[config.mk]
export PLATFORM = sky130hd
export DESIGN_NAME = cdc_helpers
export DESIGN_NICKNAME = d
export VERILOG_FILES = /design/src/cdc_helpers_pkg.sv /design/src/cdc_helpers.sv /design/src/word_fifo.sv
export SDC_FILE = /design/constraint.sdc
export NUM_CORES = 1
export LEC_CHECK = 0
export BUFFER_PORTS_ARGS = -buffer_cell sky130_fd_sc_hd__buf_2
export CORE_UTILIZATION = 45
export DETAILED_ROUTE_END_ITERATION = 12
export PLACE_DENSITY_LB_ADDON = 0.25
export REMOVE_ABC_BUFFERS = 1
export SLEW_MARGIN = 10
export SYNTH_ARGS = -nofsm -noshare
export SYNTH_HDL_FRONTEND = slang
export SYNTH_HIERARCHICAL = 1
export SYNTH_SLANG_ARGS = --single-unit
[constraint.sdc]
create_clock -name i_clk -period 15.4 [get_ports i_clk]
set_input_delay 1.54 -clock i_clk [delete_from_list [all_inputs] [get_ports i_clk]]
set_output_delay 1.54 -clock i_clk [all_outputs]
set_load 0.02 [all_outputs]
[src/cdc_helpers_pkg.sv]
// Shared constants for the control-to-data crossing helpers
package cdc_helpers_pkg;

  // Register port geometry
  localparam int REG_ADDR_W = 8;
  localparam int REG_DATA_W = 32;

  // Register byte offsets
  localparam logic [7:0] CTRL_OFFSET = 8'h00;
  localparam logic [7:0] STATUS_OFFSET = 8'h04;
  localparam logic [7:0] COUNT_OFFSET = 8'h08;
  localparam logic [7:0] LAST_OFFSET = 8'h0c;

  // Control register fields
  localparam int CTRL_DRAIN_EN_BIT = 0;
  localparam int CTRL_FLUSH_BIT = 1;
  localparam logic CTRL_DRAIN_EN_RESET = 1'b1;

  // Status register fields
  localparam int STAT_READY_BIT = 0;
  localparam int STAT_EMPTY_BIT = 1;
  localparam int STAT_FULL_BIT = 2;
  localparam int STAT_BUSY_BIT = 3;
  localparam int STAT_BIT_OUT_BIT = 4;
  localparam int STAT_LEVEL_LSB = 8;

  // Crossing defaults
  localparam int SYNC_STAGES = 2;
  localparam int DEFAULT_DATA_W = 32;
  localparam int DEFAULT_FIFO_DEPTH = 16;
  localparam bit DEFAULT_OUT_REG = 1'b1;

  // Word transfer states
  typedef enum logic [1:0] {
    XFER_IDLE,
    XFER_PUSH,
    XFER_ACK
  } xfer_state_t;

endpackage

[src/cdc_helpers.sv]
// Bit and word synchronizers joining a slow source link to the local clock
//
// Strobed register access and the register offsets were decided locally.
`timescale 1ns/100ps

// Behaviour
// - Single-bit path offers extra output flop parameter, default true.
// - All bits of a delivered word appear in one destination cycle.
// - Source-side reset clears the destination word to zero.
// - Valid with ready high captures the word; valid ignored while ready low.
// - Source ready high only when a new word can be accepted.
// - Source acknowledge asserts once the word reached the destination domain.
// - Delivered word driven on destination output with a valid pulse.
// - The block only answers register accesses; it never starts one.
module cdc_helpers
  import cdc_helpers_pkg::*;
#(
  parameter int DATA_W = DEFAULT_DATA_W,
  parameter int FIFO_DEPTH = DEFAULT_FIFO_DEPTH,
  parameter bit ENABLE_OUTPUT_REGISTER = DEFAULT_OUT_REG
) (
  input wire logic i_clk,
  input wire logic i_rst,
  // Single-bit crossing
  input wire logic i_bit,
  output logic o_bit,
  // Source side of the word crossing, timed by the link clock
  input wire logic i_src_clk,
  input wire logic i_src_rst,
  input wire logic i_src_valid,
  input wire logic [DATA_W-1:0] i_src_data,
  output logic o_src_ready,
  output logic o_src_ack,
  // Destination side of the word crossing
  input wire logic i_dest_ready,
  output logic o_dest_valid,
  output logic [DATA_W-1:0] o_dest_data,
  // Register port
  input wire logic [REG_ADDR_W-1:0] i_reg_addr,
  input wire logic [REG_DATA_W-1:0] i_reg_wdata,
  input wire logic i_reg_wr,
  input wire logic i_reg_rd,
  output logic [REG_DATA_W-1:0] o_reg_rdata
);

  localparam int LVL_W = $clog2(FIFO_DEPTH) + 1;

  if (DATA_W < 1 || FIFO_DEPTH < 2) begin : g_bad_params
    $error("cdc_helpers needs DATA_W >= 1 and FIFO_DEPTH >= 2");
  end
  if (STAT_LEVEL_LSB + LVL_W > REG_DATA_W) begin : g_bad_level
    $error("cdc_helpers FIFO level does not fit the status register");
  end

  // Narrow a word to the register width, zero-filling the top
  function automatic logic [REG_DATA_W-1:0] to_reg(
    input logic [DATA_W-1:0] w
  );
    logic [REG_DATA_W-1:0] r;
    r = '0;
    for (int i = 0; i < DATA_W && i < REG_DATA_W; i++) begin
      r[i] = w[i];
    end
    return r;
  endfunction

  // ---------------------------------------------------------------
  // Single-bit crossing
  // ---------------------------------------------------------------
  logic [SYNC_STAGES-1:0] bit_sync_q;
  logic bit_out_q;

  // Plain flop chain: no logic may sit between the stages
  always_ff @(posedge i_clk) begin
    if (i_rst) begin
      bit_sync_q <= '0;
    end else begin
      bit_sync_q <= {bit_sync_q[SYNC_STAGES-2:0], i_bit};
    end
  end

  // Extra flop lets synthesis replicate the driver for fanout
  always_ff @(posedge i_clk) begin
    if (i_rst) begin
      bit_out_q <= 1'b0;
    end else begin
      bit_out_q <= bit_sync_q[SYNC_STAGES-1];
    end
  end

  assign o_bit = ENABLE_OUTPUT_REGISTER ? bit_out_q
                                        : bit_sync_q[SYNC_STAGES-1];

  // ---------------------------------------------------------------
  // Link-side inputs: two flops each before anything reads them
  // ---------------------------------------------------------------
  logic [SYNC_STAGES-1:0] sclk_sync_q;
  logic sclk_prev_q;
  logic [SYNC_STAGES-1:0] srst_sync_q;
  logic [SYNC_STAGES-1:0] svalid_sync_q;
  logic [DATA_W-1:0] sdata_s1_q;
  logic [DATA_W-1:0] sdata_s2_q;
  logic src_rise;
  logic src_fall;
  logic src_rst_s;
  logic src_valid_s;

  always_ff @(posedge i_clk) begin
    if (i_rst) begin
      sclk_sync_q <= '0;
      sclk_prev_q <= 1'b0;
      srst_sync_q <= '0;
      svalid_sync_q <= '0;
      sdata_s1_q <= '0;
      sdata_s2_q <= '0;
    end else begin
      sclk_sync_q <= {sclk_sync_q[SYNC_STAGES-2:0], i_src_clk};
      sclk_prev_q <= sclk_sync_q[SYNC_STAGES-1];
      srst_sync_q <= {srst_sync_q[SYNC_STAGES-2:0], i_src_rst};
      svalid_sync_q <= {svalid_sync_q[SYNC_STAGES-2:0], i_src_valid};
      sdata_s1_q <= i_src_data;
      sdata_s2_q <= sdata_s1_q;
    end
  end

  assign src_rise = sclk_sync_q[SYNC_STAGES-1] && !sclk_prev_q;
  assign src_fall = !sclk_sync_q[SYNC_STAGES-1] && sclk_prev_q;
  assign src_rst_s = srst_sync_q[SYNC_STAGES-1];
  assign src_valid_s = svalid_sync_q[SYNC_STAGES-1];

  // ---------------------------------------------------------------
  // Register state
  // ---------------------------------------------------------------
  logic drain_en_q;
  logic flush_q;
  logic [REG_DATA_W-1:0] count_q;
  logic [DATA_W-1:0] last_q;
  logic [REG_DATA_W-1:0] rdata_q;

  // ---------------------------------------------------------------
  // Word capture on the link side
  // ---------------------------------------------------------------
  xfer_state_t state_q;
  logic [DATA_W-1:0] word_q;
  logic ready_q;
  logic ack_q;
  logic fifo_in_valid;
  logic fifo_in_ready;
  logic fifo_out_valid;
  logic fifo_out_ready;
  logic [DATA_W-1:0] fifo_out_data;
  logic [LVL_W-1:0] fifo_level;
  logic fifo_flush;

  assign fifo_in_valid = (state_q == XFER_PUSH);
  assign fifo_flush = src_rst_s || flush_q;

  // Link data is sampled at its falling edge, half a period after it moved
  always_ff @(posedge i_clk) begin
    if (i_rst || src_rst_s) begin
      state_q <= XFER_IDLE;
      word_q <= '0;
    end else begin
      unique case (state_q)
        XFER_IDLE: begin
          if (src_fall && ready_q && src_valid_s) begin
            word_q <= sdata_s2_q;
            state_q <= XFER_PUSH;
          end
        end
        XFER_PUSH: begin
          // A full FIFO stalls the capture until the drain side moves
          if (fifo_in_ready) begin
            state_q <= XFER_ACK;
          end
        end
        XFER_ACK: begin
          if (src_rise) begin
            state_q <= XFER_IDLE;
          end
        end
      endcase
    end
  end

  // Link-facing outputs move just after link rising edges; ready also drops
  // at capture and stays low while ack stands, so a held word is not retaken
  always_ff @(posedge i_clk) begin
    if (i_rst || src_rst_s) begin
      ready_q <= 1'b0;
    end else if (state_q == XFER_IDLE && src_fall && ready_q &&
                 src_valid_s) begin
      ready_q <= 1'b0;
    end else if (src_rise) begin
      ready_q <= (state_q == XFER_IDLE);
    end
  end

  always_ff @(posedge i_clk) begin
    if (i_rst || src_rst_s) begin
      ack_q <= 1'b0;
    end else if (src_rise) begin
      ack_q <= (state_q == XFER_ACK);
    end
  end

  assign o_src_ready = ready_q;
  assign o_src_ack = ack_q;

  // ---------------------------------------------------------------
  // Buffer between capture and delivery
  // ---------------------------------------------------------------
  word_fifo #(
    .WIDTH(DATA_W),
    .DEPTH(FIFO_DEPTH)
  ) u_fifo (
    .i_clk(i_clk),
    .i_rst(i_rst),
    .i_flush(fifo_flush),
    .i_in_valid(fifo_in_valid),
    .o_in_ready(fifo_in_ready),
    .i_in_data(word_q),
    .o_out_valid(fifo_out_valid),
    .i_out_ready(fifo_out_ready),
    .o_out_data(fifo_out_data),
    .o_level(fifo_level)
  );

  assign fifo_out_ready = drain_en_q && i_dest_ready;

  // ---------------------------------------------------------------
  // Destination delivery
  // ---------------------------------------------------------------
  logic dvalid_q;
  logic [DATA_W-1:0] ddata_q;

  // The whole word is loaded in one edge, so no mix of old and new bits
  always_ff @(posedge i_clk) begin
    if (i_rst || src_rst_s) begin
      dvalid_q <= 1'b0;
      ddata_q <= '0;
    end else begin
      dvalid_q <= fifo_out_valid && fifo_out_ready;
      if (fifo_out_valid && fifo_out_ready) begin
        ddata_q <= fifo_out_data;
      end
    end
  end

  assign o_dest_valid = dvalid_q;
  assign o_dest_data = ddata_q;

  // ---------------------------------------------------------------
  // Register port: a pure slave, answering only what it is asked
  // ---------------------------------------------------------------
  always_ff @(posedge i_clk) begin
    if (i_rst) begin
      drain_en_q <= CTRL_DRAIN_EN_RESET;
      flush_q <= 1'b0;
    end else begin
      flush_q <= 1'b0;
      if (i_reg_wr && i_reg_addr == CTRL_OFFSET) begin
        drain_en_q <= i_reg_wdata[CTRL_DRAIN_EN_BIT];
        flush_q <= i_reg_wdata[CTRL_FLUSH_BIT];
      end
    end
  end

  // Delivered-word counter wraps; writing any value clears it unless a delivery counts in that cycle
  always_ff @(posedge i_clk) begin
    if (i_rst) begin
      count_q <= '0;
    end else if (dvalid_q) begin
      count_q <= count_q + 1'b1;
    end else if (i_reg_wr && i_reg_addr == COUNT_OFFSET) begin
      count_q <= '0;
    end
  end

  always_ff @(posedge i_clk) begin
    if (i_rst) begin
      last_q <= '0;
    end else if (dvalid_q) begin
      last_q <= ddata_q;
    end
  end

  always_ff @(posedge i_clk) begin
    if (i_rst) begin
      rdata_q <= '0;
    end else if (i_reg_rd) begin
      rdata_q <= '0;
      unique case (i_reg_addr)
        CTRL_OFFSET: begin
          rdata_q[CTRL_DRAIN_EN_BIT] <= drain_en_q;
        end
        STATUS_OFFSET: begin
          rdata_q[STAT_READY_BIT] <= ready_q;
          rdata_q[STAT_EMPTY_BIT] <= (fifo_level == '0);
          rdata_q[STAT_FULL_BIT] <= !fifo_in_ready;
          rdata_q[STAT_BUSY_BIT] <= (state_q != XFER_IDLE);
          rdata_q[STAT_BIT_OUT_BIT] <= bit_out_q;
          rdata_q[STAT_LEVEL_LSB +: LVL_W] <= fifo_level;
        end
        COUNT_OFFSET: begin
          rdata_q <= count_q;
        end
        LAST_OFFSET: begin
          rdata_q <= to_reg(last_q);
        end
        default: begin
          rdata_q <= '0;
        end
      endcase
    end else begin
      rdata_q <= '0;
    end
  end

  assign o_reg_rdata = rdata_q;

endmodule

[src/word_fifo.sv]
// Synchronous FIFO with registered read data and valid/ready on both sides
`timescale 1ns/100ps
module word_fifo #(
  parameter int WIDTH = 32,
  parameter int DEPTH = 16
) (
  input wire logic i_clk,
  input wire logic i_rst,
  input wire logic i_flush,
  input wire logic i_in_valid,
  output logic o_in_ready,
  input wire logic [WIDTH-1:0] i_in_data,
  output logic o_out_valid,
  input wire logic i_out_ready,
  output logic [WIDTH-1:0] o_out_data,
  output logic [$clog2(DEPTH):0] o_level
);

  localparam int AW = $clog2(DEPTH);

  if (WIDTH < 1 || DEPTH < 2 || (1 << AW) != DEPTH) begin : g_bad_params
    $error("word_fifo needs WIDTH >= 1 and DEPTH a power of two >= 2");
  end

  logic [WIDTH-1:0] mem_q [DEPTH];
  logic [AW:0] wr_ptr_q;
  logic [AW:0] rd_ptr_q;
  logic [AW:0] count;
  logic push;
  logic pop;

  assign count = wr_ptr_q - rd_ptr_q;
  assign o_in_ready = (o_level != (AW+1)'(DEPTH));
  assign push = i_in_valid && o_in_ready;
  // Refill the output register whenever it is empty or being taken
  assign pop = (count != '0) && (!o_out_valid || i_out_ready);
  // Level counts the output register too, so full means DEPTH words held
  assign o_level = count + {{AW{1'b0}}, o_out_valid};

  always_ff @(posedge i_clk) begin
    if (push) begin
      mem_q[wr_ptr_q[AW-1:0]] <= i_in_data;
    end
  end

  always_ff @(posedge i_clk) begin
    if (i_rst || i_flush) begin
      wr_ptr_q <= '0;
      rd_ptr_q <= '0;
    end else begin
      if (push) begin
        wr_ptr_q <= wr_ptr_q + 1'b1;
      end
      if (pop) begin
        rd_ptr_q <= rd_ptr_q + 1'b1;
      end
    end
  end

  always_ff @(posedge i_clk) begin
    if (i_rst || i_flush) begin
      o_out_valid <= 1'b0;
      o_out_data <= '0;
    end else if (pop) begin
      o_out_valid <= 1'b1;
      o_out_data <= mem_q[rd_ptr_q[AW-1:0]];
    end else if (i_out_ready) begin
      o_out_valid <= 1'b0;
    end
  end

endmodule

==> results.ini, run 1 <==
[floorplanning]
die_area_um2 = 67600
fp.dieH_um = 260
ios = 149
fp-row-count = 94
core_region_area_um2 = 65900
die_w_um = 260
start_util = 0.455

[placement]
routabilityCongestion = 0.861
pre_cts_slack_ns = 9.94
port_buffers = 118
dp_hpwl_um = 39700
dp.cells = 2909

[cts]
clock_latency_ns = 0.64
post_cts_buffers = 0
cts_buffers = 82
cts_resized = 0
cts_tree = done
cts-root-buf = clkbuf_16
htreeDepth = 3
path_clk_slew_ns = 0.06
cts.sinks = 796
clockBufferDepth = 3
cts_hold_buf = 0

[global_route]
grt_max_degree = 82
track_usage = 0.214
antenna_found_initial = 1
grt_pass1_vias = 17100
grt_pass1_wl_um = 107000
grt_overflow = 0

[logic_synthesis]
ys_top_cells_by_count = edfxtp_1, nand2_1, dfxtp_1
synth_top_family_by_area = multiplexers
synthFlopType = edfxtp_1
synth_top_area_cell = edfxtp_1
ys_seq_area_frac = 0.703
synth.avg_cell_area_um2 = 14.9
synth_seq_cells = 796
synth_cells = 2013
synth_compound_area_frac = 0.0498
synth-simple-area-share = 0.0995
yosysUniqueCellTypes = 64
synth-edff-count = 512
synthAdderAreaFrac = 0.00735
syn_area_um2 = 30000
synth_area_leaders = edfxtp_1, dfxtp_1, mux4_2
synth_async_sr_flop_share = 0
yosys.area_share.xor_xnor = 0.00547
synth_most_common_cell = edfxtp_1
ys.warnings.count = 6
yosys.area.top_type_share = 0.513
synth_mux_area_frac = 0.113

[worst_hold_path]
worst_hold_path_type = flop to flop

[timing]
tns_ns = 0
rsz0062_at_grt = no
timing.final.ws_setup_ns = 10.03
min_period_over_period = 0.349
max_freq_mhz = 186
worst_pin_slew_ns = 1.18
setup_viol = 0
max_slew_margin = 0.212
hold_violations = 0
slew_violations = 0
period_needed_ns = 5.37
finClkSkew_ns = 0.0385

[cells_and_area]
layout-drive-gt1-share = 0.216
diodes = 0
fillers = 5415
final_util = 0.520
syn_to_final_growth_pct = 14.3
layout.cells.non_filler = 3063
final_nets = 2227

[run]
maxCapViolCount = 0

[worst_setup_path]
end_kind = flop
critPathKind = flop to flop
cpMaxStageDelayCell = nor3_2
crit_arrival_ns = 5.64
path_cells = ha_1, inv_1, fa_1, a21o_1, a21oi_4, xor2_2, o21ai_1, and3_1, nor3_2, buf_4
max_stage_delay_ns = 1.06
critical_path_required_ns = 15.66
worst_setup_path_start_kind = flop
crit_fanout = 46

[power_and_ir_drop]
peakVddDrop_uv = 84.7
p_leak_nw = 11.6
power_density_nw_per_um2 = 152

[route]
drc = 0
vias = 17300
via_per_inst = 5.63
wire_per_inst_um = 23.2
ant_nets = 0
wirelength_um = 71000
drtPass1Iterations = 8
drtIter0Drc = 1479

[outcome]
status = finished clean

-- cell usage in the layout, fill, tap and decap left out, types with 16 or more instances in the layout --
cell type and count:
clkbuf_16 83, a22oi_1 35, and3_1 42, edfxtp_1 512, nor2b_1 77, a311o_1 32, nand3_1 21, a21oi_1 112
buf_4 40, ha_1 16, nor2_1 88, dfxtp_1 280, clkinv_2 18, inv_1 17, buf_2 117, nand2_1 327
mux4_2 128, mux2i_1 41
-- per-layer routing --
layer / vias up / part of all wire / track usage / wire length, um
li1: 7743 / - / - / -
met1: 8811 / 0.43 / 0.295 / 30700
met2: 587 / 0.48 / 0.350 / 34000
met3: 111 / 0.066 / 0.0371 / 4690
met4: 0 / 0.022 / 0.0593 / 1580
met5: - / 0 / 0 / 0
-- path summary, 6_finish.rpt --
| check | end | slack (ns) | depth (start not counted) | startpoint |
|---|---|---|---|---|
| min | word_q[7]$_SDFFE_PP0P_ | 0.42 | 2 | sdata_s2_q[7]$_SDFF_PP0_ |
| min reg2reg | word_q[7]$_SDFFE_PP0P_ | 0.42 | 2 | sdata_s2_q[7]$_SDFF_PP0_ |
| max reg2reg | u_fifo/mem_q[14][24]$_DFFE_PP_ | 10.03 | 10 | u_fifo/rd_ptr_q[0]$_SDFFE_PP0P_ |
| max | u_fifo/mem_q[14][24]$_DFFE_PP_ | 10.03 | 10 | u_fifo/rd_ptr_q[0]$_SDFFE_PP0P_ |
-- layout make-up --
type | instances | area, um2 | area share
Sequential cell | 796 | 21100 | 0.615
Timing Repair Buffer | 158 | 897 | 0.0262
Clock inverter | 46 | 489 | 0.0143
Inverter | 19 | 71.3 | 0.00208
Clock buffer | 108 | 2280 | 0.0666
Tap cell | 864 | 1080 | 0.0316
Multi-Input combinational cell | 1072 | 8350 | 0.244
-- critical path, delay by kind of cell (launching register included) --
family	cells	cell delay [ns]
AO/OA/AOI/OAI	3	0.64
buffers and inverters	2	0.65
AND/OR/NAND/NOR	2	1.60
flip-flops	1	0.99
XOR/XNOR	1	0.36
adder cells (fa/ha/maj)	2	0.73
-- kinds of logic (layout without fill, tap and decap cells) --
group / count (synthesis) / in the layout
AO/OA/AOI/OAI: 226 / 226
XOR/XNOR: 14 / 14
adder cells (fa/ha/maj): 17 / 17
buffers and inverters: 145 / 331
flip-flops: 796 / 796
multiplexers: 178 / 178
AND/OR/NAND/NOR: 637 / 637
-- where the power goes --
part           switching, mW  internal, mW  total [mW]
sequential            0.0856          2.31        2.39
combinational          0.446         0.394       0.839
clock                  0.831          1.16        1.99
-- registers in the layout, summed over array words and instances, names as in the netlist, 2 cells and up --
name	cells
u_fifo/wr_ptr_q	5
sclk_sync_q	2
svalid_sync_q	2
last_q	32
bit_sync_q	2
o_reg_rdata	32
u_fifo/rd_ptr_q	5
sdata_s2_q	32
srst_sync_q	2
u_fifo/mem_q	512
u_fifo/o_out_data	32
word_q	32
sdata_s1_q	32
o_dest_data	32
count_q	32
state_q	2
-- through the flow --
stage,hold slack [ns],instance area [um2],power [mW]
final,0.418,34200,5.22
after global placement,0.416,31500,3.28
after detailed placement,0.420,31500,3.28
after floorplan,0.414,29400,3.10
after global routing,0.449,34200,5.43
after CTS,0.407,34200,5.27
No activity file was read; power rests on OpenSTA's default activity.
==> run 2: changes to the inputs <==
clock period = 5.24 ns   (was 15.4 ns; I/O delays follow)
==> run 2 against run 1 <==
  * Register-to-register slack worse by 9.4 ns
  * Final cell count up 0.13%
  * Flip-flop and latch count stayed put
  * Combinational power rose to 3.0 times the previous value
  * Core utilization increased by 0.30 points
  * Power grew to 3.0 times the previous value
  * Sequential share of layout area decreased by 0.36 points
  * Clock-buffer cell count grew 9
  * Worst hold slack lost 0.32 ns
  * Worst setup slack got worse by 9.4 ns
  * Non-clock buffer count grew 5
==> results.ini, run 2 (same netlist as run 1, synthesis figures left out) <==
[cells_and_area]
fillers = 5429  ; +0.26%
final_nets = 2232  ; +0.22%
final_util = 0.523  ; +0.00304
final_cell_mix = edfxtp_1, nand2_1, dfxtp_1
layout.cells.non_filler = 3067  ; +0.13%
largest_register_ff_count = 512  ; unchanged
diodes = 0  ; unchanged
layout-drive-gt1-share = 0.217  ; +0.00142
layout_commonest_cell = edfxtp_1
syn_to_final_growth_pct = 15.0

[cts]
clockBufferDepth = 3  ; unchanged
post_cts_buffers = 0  ; unchanged
cts_hold_buf = 0  ; unchanged
htreeDepth = 3  ; unchanged
cts_tree = done
cts_buffers = 82  ; unchanged
clock_latency_ns = 0.63  ; about the same
path_clk_slew_ns = 0.06  ; about the same
cts_resized = 0  ; unchanged
cts.sinks = 796  ; unchanged
cts-root-buf = clkbuf_16

[worst_setup_path]
worst_setup_path_start_kind = flop
critical_path_required_ns = 5.69  ; -9.97 ns
max_stage_delay_ns = 0.92  ; -0.14 ns
crit_arrival_ns = 5.06  ; -0.58 ns
cp_num_buf_inv = 2  ; unchanged
critPathKind = flop to flop
end_kind = flop
crit_family = simple AND/OR/NAND/NOR gates
path_cells = ha_1, inv_1, fa_1, ha_1, xor3_4, nor3_1, and3_1, inv_1, nand2b_1, o221a_2, a21oi_1, nor2_1
reg2reg_slack_ns = 0.63  ; -9.40 ns
crit_fanout = 19  ; -59%
cpMaxStageDelayCell = and3_1

[power_and_ir_drop]
clockPowerShare = 0.390  ; +0.009
power_density_nw_per_um2 = 454  ; +200%
peakVddDrop_uv = 261  ; +210%
switching_share = 0.255  ; -0.00641
p_leak_nw = 11.7  ; +0.92%
combPwrFrac = 0.163  ; +0.002
power_switching_mw = 3.98  ; +190%
seqPwrFrac = 0.446  ; -0.012
power.internal_mw = 11.7  ; +200%

[placement]
dp_hpwl_um = 40400  ; +1.8%
dp.cells = 2914  ; +0.17%
routabilityCongestion = 0.845  ; -1.9%
port_buffers = 118  ; unchanged

[global_route]
grt_overflow = 0  ; unchanged
grt_max_degree = 115  ; +40%
track_usage = 0.213  ; -0.00142
antenna_found_initial = 0  ; -1
grt_pass1_vias = 17100  ; -0.18%
grt_pass1_wl_um = 107000  ; -0.60%

[timing]
hold_violations = 0  ; unchanged
worst_pin_slew_ns = 1.17  ; -0.00629 ns
finClkSkew_ns = 0.0418  ; +0.00326 ns
max_freq_mhz = 217  ; +17%
tns_ns = 0  ; unchanged
hold_ws_ns = 0.0961  ; -0.322 ns
period_needed_ns = 4.61  ; -0.764 ns
slew_violations = 0  ; unchanged
min_period_over_period = 0.880  ; +0.531
max_slew_margin = 0.219  ; +0.00686
setup_viol = 0  ; unchanged
rsz0062_at_grt = no

[route]
drc = 0  ; unchanged
drtPass1Iterations = 5  ; -3
wirelength_met1_um = 30900  ; +0.85%
wire_per_inst_um = 23.0  ; -0.96%
ant_nets = 0  ; unchanged
wirelength_um = 70400  ; -0.83%
drtIter0Drc = 1457  ; -1.5%
highest_layer = met4
via_per_inst = 5.58  ; -0.88%
vias = 17100  ; -0.75%
dr_wl_met3_um = 3860  ; -18%
wl_met2_um = 34200  ; +0.36%

[floorplanning]
core_region_area_um2 = 65900  ; unchanged
die_w_um = 260  ; unchanged
fp.dieH_um = 260  ; unchanged
die_area_um2 = 67600  ; unchanged
fp-row-count = 94  ; unchanged
start_util = 0.455  ; unchanged
ios = 149  ; unchanged

[worst_hold_path]
worst_hold_path_type = primary input to flop

[outcome]
status = finished clean

[run]
maxCapViolCount = 0  ; unchanged

## run 2: area by class of cell
class                           instances  area [um2]  share of cell area
Tap cell                              864        1080              0.0314
Clock inverter                         36         437              0.0127
Multi-Input combinational cell       1072        8350               0.242
Inverter                               19        71.3             0.00207
Sequential cell                       796       21100               0.612
Timing Repair Buffer                  163         960              0.0279
Clock buffer                          117        2470              0.0717
## run 2: power by group through the flow
stage / Clock (mW) / Sequential, mW / Combinational (mW)
finish: 6.10 / 6.98 / 2.55
floorplan: 0 / 7.28 / 1.82
global placement: 0 / 7.11 / 2.54
global route: 6.46 / 7.01 / 2.78
detailed placement: 0 / 7.12 / 2.57
CTS: 6.23 / 6.99 / 2.58
## run 2: metal layers
metal  track usage  up-vias
met3        0.0319      104
met5             0        -
met2         0.352      489
met1         0.295     8768
li1              -     7762
met4        0.0556        0
## run 2: final timing paths
check | from | to | cells past startpoint
worst max-delay path | u_fifo/rd_ptr_q[0]$_SDFFE_PP0P_ | state_q[1]$_SDFFE_PP0P_ | 12
worst min-delay path | i_src_data[18] | sdata_s1_q[18]$_SDFF_PP0_ | 2
worst max register to register | u_fifo/rd_ptr_q[0]$_SDFFE_PP0P_ | state_q[1]$_SDFFE_PP0P_ | 12
worst min register to register | sdata_s2_q[9]$_SDFF_PP0_ | word_q[9]$_SDFFE_PP0P_ | 2
## run 2: stage by stage
step                cell area [um2]  total power [mW]  setup WS, ns
global route                  34400              16.3         0.412
floorplan                     29400              9.10         -5.89
finish                        34400              15.6         0.631
detailed placement            31500              9.69         0.737
global placement              31500              9.65         0.780
CTS                           34400              15.8         0.648
==> run 3: changes to the inputs <==
CELL_PAD_IN_SITES_DETAIL_PLACEMENT = 0   (was default)
CELL_PAD_IN_SITES_GLOBAL_PLACEMENT = 1   (was default)
==> run 3 against run 2 <==
  * Sequential share of layout area increased by 0.51 points
  * Non-clock buffer count decreased by 2
  * Critical path type unchanged
  * Combinational power increased by 3%
  * Die area unchanged
  * Design area decreased by 0.83%
  * Worst setup slack improved by 0.098 ns
  * Core utilization decreased by 0.43 points
  * Global-route usage decreased by 0.51 points
==> results.ini, run 3 (same netlist as run 1, synthesis figures left out) <==
[outcome]
status = finished clean

[route]
wirelength_um = 69300  ; -1.5%
drtIter0Drc = 1461  ; +0.27%
wl_met2_um = 33900  ; -0.89%
wirelength_met1_um = 29700  ; -4.0%
vias = 17000  ; -1.0%
wire_per_inst_um = 22.6  ; -1.5%
drtPass1Iterations = 5  ; unchanged
highest_layer = met4
drc = 0  ; unchanged
ant_nets = 0  ; unchanged
via_per_inst = 5.53  ; -0.97%
dr_wl_met3_um = 3870  ; +0.31%

[floorplanning]
die_area_um2 = 67600  ; unchanged
fp-row-count = 94  ; unchanged
start_util = 0.455  ; unchanged
ios = 149  ; unchanged
core_region_area_um2 = 65900  ; unchanged
fp.dieH_um = 260  ; unchanged
die_w_um = 260  ; unchanged

[worst_setup_path]
r2r.worst_path.cells = 9  ; -3
reg2reg_slack_ns = 0.73  ; +0.10 ns
worst_setup_path_start_kind = flop
critPathKind = flop to flop
critical_path_required_ns = 5.53  ; -0.16 ns
crit_arrival_ns = 4.81  ; -0.25 ns
r2r_start = u_fifo/rd_ptr_q[0]$_SDFFE_PP0P_
reg2reg_to = u_fifo/mem_q[6][27]$_DFFE_PP_
crit_fanout = 32  ; +13
end_kind = flop

[cts]
cts_buffers = 83  ; +1.2%
cts-root-buf = clkbuf_16
cts_hold_buf = 0  ; unchanged
cts.sinks = 796  ; unchanged
clockBufferDepth = 3  ; unchanged
htreeDepth = 3  ; unchanged
post_cts_buffers = 0  ; unchanged
clock_latency_ns = 0.63  ; about the same
cts_tree = done
path_clk_slew_ns = 0.06  ; about the same
cts_resized = 0  ; unchanged

[power_and_ir_drop]
power_density_nw_per_um2 = 447  ; -1.6%
peakVddDrop_uv = 266  ; +1.9%
p_leak_nw = 11.5  ; -1.4%

[placement]
port_buffers = 118  ; unchanged
dp_hpwl_um = 39500  ; -2.4%
routabilityCongestion = 0.797  ; -5.7%

[cells_and_area]
layout_commonest_cell = edfxtp_1
layout-drive-gt1-share = 0.208  ; -0.00898
largest_register_ff_count = 512  ; unchanged
final_nets = 2231  ; -0.045%
final_util = 0.519  ; -0.00435
diodes = 0  ; unchanged
syn_to_final_growth_pct = 14.0
final_cell_mix = edfxtp_1, nand2_1, dfxtp_1

[timing]
finClkSkew_ns = 0.0153  ; -0.0265 ns
hold_violations = 0  ; unchanged
slew_violations = 0  ; unchanged
rsz0062_at_grt = no
max_freq_mhz = 222  ; +2.2%
tns_ns = 0  ; unchanged
max_slew_margin = 0.178  ; -0.0405
min_period_over_period = 0.861  ; -0.0188
setup_viol = 0  ; unchanged
worst_pin_slew_ns = 1.23  ; +0.0607 ns
period_needed_ns = 4.51  ; -0.0983 ns

[global_route]
grt_pass1_vias = 16900  ; -1.3%
grt_overflow = 0  ; unchanged
antenna_found_initial = 0  ; unchanged
grt_pass1_wl_um = 104000  ; -2.6%
grt_max_degree = 90  ; -22%
track_usage = 0.208  ; -0.00510

[worst_hold_path]
whs_endpoint = sdata_s1_q[23]$_SDFF_PP0_
worstHoldStart = i_src_data[23]
worst_hold_path_type = primary input to flop
hold_path_depth = 2  ; unchanged

[run]
maxCapViolCount = 0  ; unchanged

## run 3: changes by cell type in the layout (fill, tap and decap cells not counted), sizes merged
cell	before	now
buf	163	161
inv	23	21
bufinv	8	5
clkinv	23	30
clkinvlp	1	3
clkbuf	117	114
## run 3: power by group
| part | leakage, nW | switching (mW) | total (mW) | internal (mW) |
|---|---|---|---|---|
| clock | 1.29 | 2.40 | 5.73 | 3.33 |
| combinational | 3.17 | 1.44 | 2.62 | 1.18 |
| sequential | 7.05 | 0.147 | 6.92 | 6.78 |
## run 3: metrics by stage
stage	std cells	hold slack [ns]	instance area (um2)	power [mW]	setup slack, ns
detailed placement	2912	0.421	31500	9.69	0.772
global route	3066	0.0886	34200	15.9	0.497
finish	3066	0.102	34200	15.3	0.730
CTS	3066	0.0684	34200	15.4	0.701
global placement	2912	0.418	31500	9.65	0.901
floorplan	1887	0.414	29400	9.10	-5.89
## run 3: metal layers
layer | up-vias | track usage
met5 | - | 0
met4 | 0 | 0.0755
met3 | 111 | 0.0295
met2 | 504 | 0.347
met1 | 8571 | 0.277
li1 | 7765 | -
## run 3: cell type report
| type | instances | area (um2) |
|---|---|---|
| Clock inverter | 40 | 364 |
| Sequential cell | 796 | 21100 |
| Multi-Input combinational cell | 1072 | 8350 |
| Tap cell | 864 | 1080 |
| Inverter | 19 | 71.3 |
| Fill cell | 5497 | 31700 |
| Clock buffer | 114 | 2300 |
| Timing Repair Buffer | 161 | 920 |
## run 3: how the worst max path moves through the flow
stage | from | endpoint | slack (ns)
after floorplan | u_fifo/rd_ptr_q[0]$_SDFFE_PP0P_ | u_fifo/mem_q[0][0]$_DFFE_PP_ | -5.89
final | u_fifo/rd_ptr_q[0]$_SDFFE_PP0P_ | u_fifo/mem_q[6][27]$_DFFE_PP_ | 0.73
after detailed placement | u_fifo/rd_ptr_q[0]$_SDFFE_PP0P_ | u_fifo/mem_q[6][27]$_DFFE_PP_ | 0.77
after global routing | u_fifo/rd_ptr_q[0]$_SDFFE_PP0P_ | state_q[0]$_SDFFE_PP0P_ | 0.50
after CTS | u_fifo/rd_ptr_q[0]$_SDFFE_PP0P_ | u_fifo/mem_q[6][27]$_DFFE_PP_ | 0.70
after global placement | u_fifo/rd_ptr_q[0]$_SDFFE_PP0P_ | u_fifo/mem_q[9][20]$_DFFE_PP_ | 0.90
## run 3: critical path: stages, from the launching register on
cell     delay [ns]
dfxtp_4        0.63
ha_1           0.24
inv_1          0.06
fa_1           0.50
ha_1           0.24
xor3_4         0.46
nor3_1         0.62
and3_1         0.89
nor3_2         0.13
buf_4          0.37
